## src/rtl/fmpr_cfg.svh

```systemverilog
`ifndef FMPR_CFG_SVH
`define FMPR_CFG_SVH
// data rate codes
`define FMPR_RATE_500 2'h0
`define FMPR_RATE_300 2'h1
`define FMPR_RATE_250 2'h2
`define FMPR_RATE_1M 2'h3
// density select field codes
`define FMPR_DS_LOW 2'h0
`define FMPR_DS_HIGH 2'h1
`define FMPR_DS_DEFAULT 2'h3
// reset values of mode options
`define FMPR_SETTLE_RST 4'h8
`define FMPR_DS_RST 2'h3
// gap2 byte counts
`define FMPR_GAP2_FMT_STD 6'h16
`define FMPR_GAP2_FMT_PERP1M 6'h29
`define FMPR_GAP2_WR_CONV 6'h00
`define FMPR_GAP2_WR_PERP 6'h13
`define FMPR_GAP2_WR_PERP1M 6'h26
// sector size base length
`define FMPR_SECTOR_BASE 15'h0080
// settle step times in microseconds, per unit of n
`define FMPR_STEP_US_250 8000
`define FMPR_STEP_US_300 6666
`define FMPR_STEP_US_500 4000
`define FMPR_STEP_US_1M 2000
`define FMPR_CLK_MHZ 125
// scan wildcard byte
`define FMPR_WILD_BYTE 8'hff
`endif

```

## src/rtl/fmpr_pkg.sv

```systemverilog
package fmpr_pkg;
  // read data opening sequence states
  typedef enum logic [5:0] {
    FMPR_IDLE = 6'h01,
    FMPR_MOTOR = 6'h02,
    FMPR_SEEK = 6'h04,
    FMPR_SENSE = 6'h08,
    FMPR_SETTLE = 6'h10,
    FMPR_SEARCH = 6'h20
  } fmpr_state_t;
  // mode command options
  typedef struct packed {
    logic [1:0] density_sel;
    logic drive_buffer_type;
    logic scan_wildcard_off;
    logic [3:0] settle_n;
    logic read_gate_diag;
    logic pump_pulse_diag;
    logic implied_seek_cmd_en;
  } fmpr_mode_t;
  // perpendicular mode command byte
  typedef struct packed {
    logic config_overwrite_en;
    logic [3:0] drive_perp_config;
    logic gap_select;
    logic write_gate_select;
  } fmpr_perp_t;
endpackage

```

## src/rtl/fmpr_core.sv

```systemverilog
`include "fmpr_cfg.svh"
// ****************************************************************
// ****************************************************************
module fmpr_core
  import fmpr_pkg::*;
#(
  parameter logic [7:0] VERSION_ID = 8'h50 // arbitrary family and revision value
) (
  input wire logic clk,
  input wire logic rst_n,
  input wire logic soft_reset,
  input wire fmpr_mode_t mode_cfg,
  input wire logic mode_load,
  input wire fmpr_perp_t perp_cmd,
  input wire logic perp_load,
  input wire logic [1:0] data_rate,
  input wire logic drive_type_in,
  input wire logic [1:0] drive_sel,
  input wire logic disk_change_in,
  input wire logic pump_up,
  input wire logic pump_down,
  input wire logic mfm_normal,
  input wire logic [7:0] scan_host_byte,
  input wire logic [7:0] scan_disk_byte,
  input wire logic version_query_cmd,
  input wire logic read_start,
  input wire logic read_cmd_seek_bit,
  input wire logic config_implied_seek,
  input wire logic [2:0] size_code,
  input wire logic motor_time_done,
  input wire logic seek_done,
  input wire logic sense_done,
  input wire logic data_mark_deleted,
  output logic density_select_out,
  output logic drive_buffer_type,
  output logic [7:0] scan_equal_mask,
  output logic read_gate_ext,
  output logic disk_change_out,
  output logic encoding_pin,
  output logic [7:0] result_byte,
  output logic result_valid,
  output logic [3:0] drive_is_perp,
  output logic precomp_zero,
  output logic [5:0] gap2_format,
  output logic [5:0] gap2_write,
  output logic motor_wait,
  output logic seek_req,
  output logic sense_req,
  output logic search_start,
  output logic transfer_ok,
  output logic [14:0] sector_len
);
  // ************************************************************
  // settle step counts in cycles
  // ************************************************************
  localparam int C250 = `FMPR_STEP_US_250 * `FMPR_CLK_MHZ;
  localparam int C300 = `FMPR_STEP_US_300 * `FMPR_CLK_MHZ;
  localparam int C500 = `FMPR_STEP_US_500 * `FMPR_CLK_MHZ;
  localparam int C1M = `FMPR_STEP_US_1M * `FMPR_CLK_MHZ;

  // ************************************************************
  // option registers
  // ************************************************************
  fmpr_mode_t mode_reg, mode_next; // mode command options
  logic [3:0] dc_reg, dc_next; // per-drive configuration
  logic gap_reg, gap_next; // gap select
  logic wg_reg, wg_next; // write gate select
  logic [7:0] res_reg, res_next; // version answer byte
  logic rv_reg, rv_next; // version answer valid

  // next values of options
  always_comb begin
    mode_next = mode_reg;
    dc_next = dc_reg;
    gap_next = gap_reg;
    wg_next = wg_reg;
    res_next = res_reg;
    rv_next = 1'b0;
    if (mode_load) begin
      mode_next = mode_cfg;
    end
    if (soft_reset) begin
      gap_next = 1'b0;
      wg_next = 1'b0;
    end else if (perp_load) begin
      gap_next = perp_cmd.gap_select;
      wg_next = perp_cmd.write_gate_select;
      if (perp_cmd.config_overwrite_en) begin
        dc_next = perp_cmd.drive_perp_config;
      end
    end
    if (version_query_cmd) begin
      res_next = VERSION_ID;
      rv_next = 1'b1;
    end
  end

  // hard reset clears every perpendicular bit
  always_ff @(posedge clk or negedge rst_n) begin
    if (!rst_n) begin
      mode_reg <= '{density_sel: `FMPR_DS_RST, settle_n: `FMPR_SETTLE_RST, default: 1'b0};
      dc_reg <= 4'h0;
      gap_reg <= 1'b0;
      wg_reg <= 1'b0;
      res_reg <= 8'h00;
      rv_reg <= 1'b0;
    end else begin
      mode_reg <= mode_next;
      dc_reg <= dc_next;
      gap_reg <= gap_next;
      wg_reg <= wg_next;
      res_reg <= res_next;
      rv_reg <= rv_next;
    end
  end
  assign result_byte = res_reg;
  assign result_valid = rv_reg;
  // ************************************************************
  // drive pins and diagnostics
  // ************************************************************
  logic fast_rate; // 500 kb/s or 1 mb/s
  assign fast_rate = (data_rate == `FMPR_RATE_500) || (data_rate == `FMPR_RATE_1M);
  // density pin; undefined code behaves as default
  always_comb begin
    case (mode_reg.density_sel)
      `FMPR_DS_LOW: density_select_out = 1'b0;
      `FMPR_DS_HIGH: density_select_out = 1'b1;
      default: density_select_out = fast_rate ~^ drive_type_in;
    endcase
  end
  assign drive_buffer_type = mode_reg.drive_buffer_type;
  assign read_gate_ext = mode_reg.read_gate_diag & disk_change_in;
  assign disk_change_out = mode_reg.read_gate_diag ? 1'b0 : disk_change_in;
  // pump pulse is active low
  assign encoding_pin = mode_reg.pump_pulse_diag ? ~(pump_up | pump_down) : mfm_normal;
  // scan compare with ff wildcard per bit of equality
  always_comb begin
    if (!mode_reg.scan_wildcard_off &&
        (scan_host_byte == `FMPR_WILD_BYTE || scan_disk_byte == `FMPR_WILD_BYTE)) begin
      scan_equal_mask = 8'hff;
    end else begin
      scan_equal_mask = ~(scan_host_byte ^ scan_disk_byte);
    end
  end

  // ************************************************************
  // perpendicular selection and gap2
  // ************************************************************
  logic sel_perp; // selected drive perpendicular
  logic is_1m;
  assign is_1m = data_rate == `FMPR_RATE_1M;
  // gap/wg override the per-drive bits in drive_is_perp when not both zero; precomp_zero still uses dc_reg
  assign drive_is_perp = (gap_reg | wg_reg) ? {4{wg_reg}} : dc_reg;
  assign sel_perp = drive_is_perp[drive_sel];
  assign precomp_zero = dc_reg[drive_sel];
  always_comb begin
    gap2_format = `FMPR_GAP2_FMT_STD;
    gap2_write = `FMPR_GAP2_WR_CONV;
    if (gap_reg | wg_reg) begin
      // table by gap and wg
      if (wg_reg) begin
        gap2_format = gap_reg ? `FMPR_GAP2_FMT_PERP1M : `FMPR_GAP2_FMT_STD;
        gap2_write = gap_reg ? `FMPR_GAP2_WR_PERP1M : `FMPR_GAP2_WR_PERP;
      end
    end else if (sel_perp) begin
      gap2_format = is_1m ? `FMPR_GAP2_FMT_PERP1M : `FMPR_GAP2_FMT_STD;
      gap2_write = is_1m ? `FMPR_GAP2_WR_PERP1M : `FMPR_GAP2_WR_PERP;
    end
  end

  // ************************************************************
  // read data opening sequence
  // ************************************************************
  fmpr_state_t st_reg, st_next;
  logic [19:0] step_reg, step_next; // cycles within one settle unit
  logic [3:0] units_reg, units_next; // settle units left
  logic seek_en_reg, seek_en_next; // implied seek latched at start
  logic [19:0] step_max; // rate dependent step length
  always_comb begin
    case (data_rate)
      `FMPR_RATE_250: step_max = 20'(C250 - 1);
      `FMPR_RATE_300: step_max = 20'(C300 - 1);
      `FMPR_RATE_1M: step_max = 20'(C1M - 1);
      default: step_max = 20'(C500 - 1);
    endcase
  end

  // sequence next state
  always_comb begin
    st_next = st_reg;
    step_next = step_reg;
    units_next = units_reg;
    seek_en_next = seek_en_reg;
    case (st_reg)
      FMPR_IDLE: begin
        if (read_start) begin
          seek_en_next = (mode_reg.implied_seek_cmd_en & read_cmd_seek_bit) | config_implied_seek;
          st_next = FMPR_MOTOR;
        end
      end
      FMPR_MOTOR: begin
        if (motor_time_done) begin
          st_next = seek_en_reg ? FMPR_SEEK : FMPR_SEARCH;
        end
      end
      FMPR_SEEK: begin
        if (seek_done) begin
          st_next = FMPR_SENSE;
        end
      end
      FMPR_SENSE: begin
        if (sense_done) begin
          units_next = mode_reg.settle_n;
          step_next = 20'h0;
          st_next = (mode_reg.settle_n == 4'h0) ? FMPR_SEARCH : FMPR_SETTLE;
        end
      end
      FMPR_SETTLE: begin
        if (step_reg >= step_max) begin
          step_next = 20'h0;
          units_next = units_reg - 4'h1;
          if (units_reg == 4'h1) begin
            st_next = FMPR_SEARCH;
          end
        end else begin
          step_next = step_reg + 20'h1;
        end
      end
      FMPR_SEARCH: st_next = FMPR_IDLE;
      default: st_next = FMPR_IDLE;
    endcase
    if (soft_reset) begin
      st_next = FMPR_IDLE;
    end
  end

  always_ff @(posedge clk or negedge rst_n) begin
    if (!rst_n) begin
      st_reg <= FMPR_IDLE;
      step_reg <= 20'h0;
      units_reg <= 4'h0;
      seek_en_reg <= 1'b0;
    end else begin
      st_reg <= st_next;
      step_reg <= step_next;
      units_reg <= units_next;
      seek_en_reg <= seek_en_next;
    end
  end

  // the motor itself is the host's job; we only wait for motor_time_done
  assign motor_wait = st_reg == FMPR_MOTOR;
  assign seek_req = st_reg == FMPR_SEEK;
  assign sense_req = st_reg == FMPR_SENSE;
  assign search_start = st_reg == FMPR_SEARCH;
  assign transfer_ok = ~data_mark_deleted;
  assign sector_len = `FMPR_SECTOR_BASE << size_code;
  // ************************************************************
  // checks
  // ************************************************************
  property p_soft_keep;
    @(posedge clk) disable iff (!rst_n)
      soft_reset |=> (!gap_reg && !wg_reg && dc_reg == $past(dc_reg));
  endproperty
  a_soft_keep: assert property (p_soft_keep) else $error("soft reset gap bits");
  property p_ow_off;
    @(posedge clk) disable iff (!rst_n)
      (perp_load && !perp_cmd.config_overwrite_en) |=> $stable(dc_reg);
  endproperty
  a_ow_off: assert property (p_ow_off) else $error("drive config changed");
  property p_ow_on;
    @(posedge clk) disable iff (!rst_n)
      (perp_load && perp_cmd.config_overwrite_en && !soft_reset)
        |=> dc_reg == $past(perp_cmd.drive_perp_config);
  endproperty
  a_ow_on: assert property (p_ow_on) else $error("drive config not loaded");
  property p_dens;
    @(posedge clk) disable iff (!rst_n)
      mode_reg.density_sel == `FMPR_DS_DEFAULT |-> density_select_out == (fast_rate == drive_type_in);
  endproperty
  a_dens: assert property (p_dens) else $error("density default wrong");
  property p_motor_first;
    @(posedge clk) disable iff (!rst_n)
      (st_reg == FMPR_IDLE && read_start && !soft_reset) |=> motor_wait;
  endproperty
  a_motor_first: assert property (p_motor_first) else $error("no motor wait");

  property p_seek_order;
    @(posedge clk) disable iff (!rst_n)
      (seek_req && seek_done && !soft_reset) |=> sense_req;
  endproperty
  a_seek_order: assert property (p_seek_order) else $error("sense not after seek");

  property p_zero_settle;
    @(posedge clk) disable iff (!rst_n)
      (sense_req && sense_done && mode_reg.settle_n == 4'h0 && !soft_reset) |=> search_start;
  endproperty
  a_zero_settle: assert property (p_zero_settle) else $error("zero settle delayed");

  property p_gap_1m;
    @(posedge clk) disable iff (!rst_n)
      (gap_reg && wg_reg) |-> (gap2_format == `FMPR_GAP2_FMT_PERP1M && gap2_write == `FMPR_GAP2_WR_PERP1M);
  endproperty
  a_gap_1m: assert property (p_gap_1m) else $error("gap2 1m wrong");

  property p_wild;
    @(posedge clk) disable iff (!rst_n)
      (!mode_reg.scan_wildcard_off && scan_host_byte == `FMPR_WILD_BYTE) |-> scan_equal_mask == 8'hff;
  endproperty
  a_wild: assert property (p_wild) else $error("wildcard missed");
endmodule

```

## config.mk

```make
export PLATFORM = sky130hd
export DESIGN_NAME = fmpr_core
export DESIGN_NICKNAME = d
export VERILOG_FILES = /design/src/rtl/fmpr_pkg.sv /design/src/rtl/fmpr_core.sv
export VERILOG_INCLUDE_DIRS = /design/src /design/src/rtl
export SDC_FILE = /design/constraint.sdc
export NUM_CORES = 1
export LEC_CHECK = 0
export ABC_AREA = 1
export BUFFER_PORTS_ARGS = -buffer_cell sky130_fd_sc_hd__buf_2
export CAP_MARGIN = 20
export CORE_AREA = 2 2 94 96
export CTS_CLUSTER_DIAMETER = 60
export DETAILED_ROUTE_END_ITERATION = 10
export DIE_AREA = 0 0 96 98
export PLACE_DENSITY = 0.82
export RECOVER_POWER = 100
export SLEW_MARGIN = 20
export SYNTH_ARGS = -nofsm -noshare
export SYNTH_HDL_FRONTEND = slang
export SYNTH_SLANG_ARGS = --single-unit
```

## constraint.sdc

```tcl
create_clock -name clk -period 1.7 [get_ports clk]
set_input_delay 0.34 -clock clk [delete_from_list [all_inputs] [get_ports clk]]
set_output_delay 0.34 -clock clk [all_outputs]
set_load 0.01 [all_outputs]
```

==> flow_summary.toml <==
[sta]
skew_ps = 7.62
relSlewSlack_pct = 38.8
period_minus_slack_ps = 2080
worst_slew_pin_slew_ps = 917
drv_slew = 0
fin_crit_sh_pct = 123
hold_viol_final = 0
setup_ws_ps = -383
setup_viol_count_final = 43
rsz0062_at_grt = "yes"
fmaxAchievable_ghz = 0.480

[hold_path]
hold_class = "in -> reg"
hold_path_depth = 1

[global_route]
grt_max_degree = 36
top_usage_layer = "met2"
grt.met2_usage_pct = 43.4
use_met3_pct = 4.32
gr-total-overflow = 0
grt_pass1_vias = 3975
grtUsageTotal_pct = 23.8
antenna_found_initial = 0
grtUsageMet1_pct = 28.4
grt_pass1_wl_um = 18100

[clock_network]
tritoncts = "built"
root_buffer = "clkbuf_8"
cts.sinks = 50
numCtsBuffers = 5
htreeDepth = 2
path_clk_slew_ps = 100
clock_latency_ps = 310
clk_path_buf_depth = 2

[worst_setup_path]
slowest_stage = "ha_1"
cp-start-kind = "primary input"
critPathKind = "in -> reg"
reg2reg_slack_ps = -280
crit_chain = "buf_12 -> buf_4 -> ha_4 -> buf_12 -> ha_1 -> a21oi_1 -> o21ai_0 -> nand2_2 -> and2_4 -> nand2_8 -> buf_4 -> buf_6 -> nor2_1 -> nand2_1 -> nand2_1"
worstPathRequired_ps = 1960
max_stage_delay_ps = 290
crit_path_max_fanout = 6
endpoint_kind = "register"
crit_arrival_ps = 2340
worstRegToRegCells = 12

[logic_synthesis]
yosysWarningCount = 0
yosysSeqAreaShare_pct = 32.0
yosysTopAreaCellShare_pct = 29.3
ys_ff_latch = 50
synth_ff_type = "dfrtp_1"
ys_async_sr_fraction_pct = 100
synth_edf_count = 0
syn_area_per_cell_um2 = 7.38
syn_area_mm2 = 0.00393
ys_types = 43
synth_top_cell_by_area = "dfrtp_1"
synthCells = 532
synthTopCellsByArea = "dfrtp_1 29%, nand2_1 13%, ha_1 8.6%"

[cells_and_area]
seq_area_mm2 = 0.00126
final_layout_size_suffix_gt1_share_pct = 39.9
nFillCells = 657
area_growth_pct = 40.0
final_cell_area_mm2 = 0.00550
multi_input_area_mm2 = 0.00253
final_nets = 781
largest_reg_flops = 20
n_antenna_cell = 0

[status]
violations = "setup timing"
status = "finished, violations left"

[detailed_routing]
route.detailed.drc = 0
drt-initial-drc-count = 310
drt-total-wl_um = 11700
drt-wirelength-per-cell_um = 14.5
drtPass1Iterations = 5
vias = 4180
antenna_left = 0
via_per_inst = 5.20

[placement]
dp_hpwl_um = 7800
globalplace.congestion = 0.932
port_buffers = 103
place_area_mm2 = 0.00478

[floorplan]
die_area_mm2 = 0.00941
core_area_mm2 = 0.00847
start_util_pct = 46.4
io_pins = 118
die_h_um = 98
die_w_um = 96
fp-row-count = 34

[power]
power_density_mw_per_mm2 = 579
total_leakage_power_nw = 2.82
finalPower_mw = 3.18
ir_drop_mv = 0.480

[flow_run]
drv_cap = 0
==> critical path: cells and delay by family <==
kind                       cells  cell delay, ps
adders and majority gates      2             470
and+or+nand+nor                6             590
buffers and inverters          5             620
AOI/OAI and AO/OA              2             310
==> layout by cell type, fill, tap and decap left out, types with 3 or more instances in the layout <==
cell | synthesis | layout
nand2_2 | 12 | 27
nand4_1 | 15 | 15
mux2_2 | 8 | 8
inv_4 | 2 | 5
xor2_1 | 16 | 16
inv_1 | 69 | 60
nand2_1 | 140 | 121
nor2_2 | 8 | 9
buf_4 | 22 | 54
ha_1 | 27 | 20
nand2_4 | 1 | 4
inv_2 | 3 | 7
o21ai_2 | 9 | 9
nor3_1 | 12 | 12
nand3_1 | 28 | 15
o21ai_1 | 2 | 5
ha_4 | 0 | 6
a21oi_2 | 0 | 3
clkbuf_8 | 0 | 6
nand3_2 | 2 | 13
nor2_1 | 43 | 37
dfstp_2 | 4 | 4
clkbuf_1 | 2 | 18
nor2_4 | 2 | 7
buf_12 | 0 | 3
conb_1 | 1 | 14
buf_6 | 1 | 21
a21oi_1 | 12 | 9
buf_2 | 1 | 72
dfrtp_1 | 46 | 44
o21ai_0 | 22 | 19
xnor2_1 | 4 | 3
==> metrics by stage <==
step	utilization, %	cells	worst slack [ps]	setup TNS (ps)	hold slack (ps)
finish	64.9	804	-383	-11710	138
global route	64.9	804	-473	-16770	142
CTS	63.3	796	-284	-8380	138
detailed placement	56.5	768	-804	-20600	284
global placement	56.5	768	-708	-17710	280
floorplan	-	545	-380	-8020	44.4
==> synth_stat cells (3+ instances only) <==
| library cell | n |
|---|---|
| xnor2_1 | 4 |
| nor2_2 | 8 |
| a21oi_1 | 12 |
| mux2_2 | 8 |
| nand3_1 | 28 |
| nand2_2 | 12 |
| buf_4 | 22 |
| nand4_1 | 15 |
| o21ai_0 | 22 |
| dfrtp_1 | 46 |
| o21ai_2 | 9 |
| nor3_1 | 12 |
| nor2_1 | 43 |
| dfstp_2 | 4 |
| inv_1 | 69 |
| ha_1 | 27 |
| nand2_1 | 140 |
| inv_2 | 3 |
| xor2_1 | 16 |
==> layout make-up <==
cell class	instances	area share [%]
tap	108	2.46
clock inverter	2	0.319
sequential	50	22.9
timing repair buffer	170	21.2
multi-input combinational	393	46.1
inverter	75	5.51
clock buffer	6	1.50
==> path summary, 6_finish.rpt <==
path / startpoint / to
max: data_rate[0] / step_reg[7]
min: version_query_cmd / result_valid
max reg2reg: step_reg[17] / step_reg[7]
min reg2reg: mode_reg[6] / mode_reg[6]
max in group asynchronous: rst_n / mode_reg[9]
min in group asynchronous: rst_n / drive_buffer_type
==> layer usage <==
metal / wire (µm) / part of all wire, %
met1: 4410 / 38
met2: 6060 / 52
met3: 907 / 7.8
met4: 284 / 2.4
met5: 0 / 0
==> repair_timing <==
item | 4_1_cts | 5_1_grt
resized for setup | 67 | 29
cloned | 0 | 1
setup buffers | 21 | 13
endpoints found under the setup margin | 45 | 46
pin swaps | 34 | 21
hold endpoints to repair | 14 | 0
hold buffers | 1 | 0
==> cells by family after synthesis <==
family	synth area share, %
fa+ha+maj	8.61
compound gates	8.32
flops	32.0
other cells	0.0955
xor+xnor	4.46
buf+inv	12.5
mux	2.30
simple gates	31.7
==> report_power, final <==
part / leakage [nW] / total (mW) / internal [mW] / switching, mW
clock network: 0.0514 / 0.765 / 0.336 / 0.429
registers: 0.613 / 1.38 / 1.29 / 0.0856
logic: 2.16 / 1.04 / 0.465 / 0.573
Power figures use the tool's default switching activity.
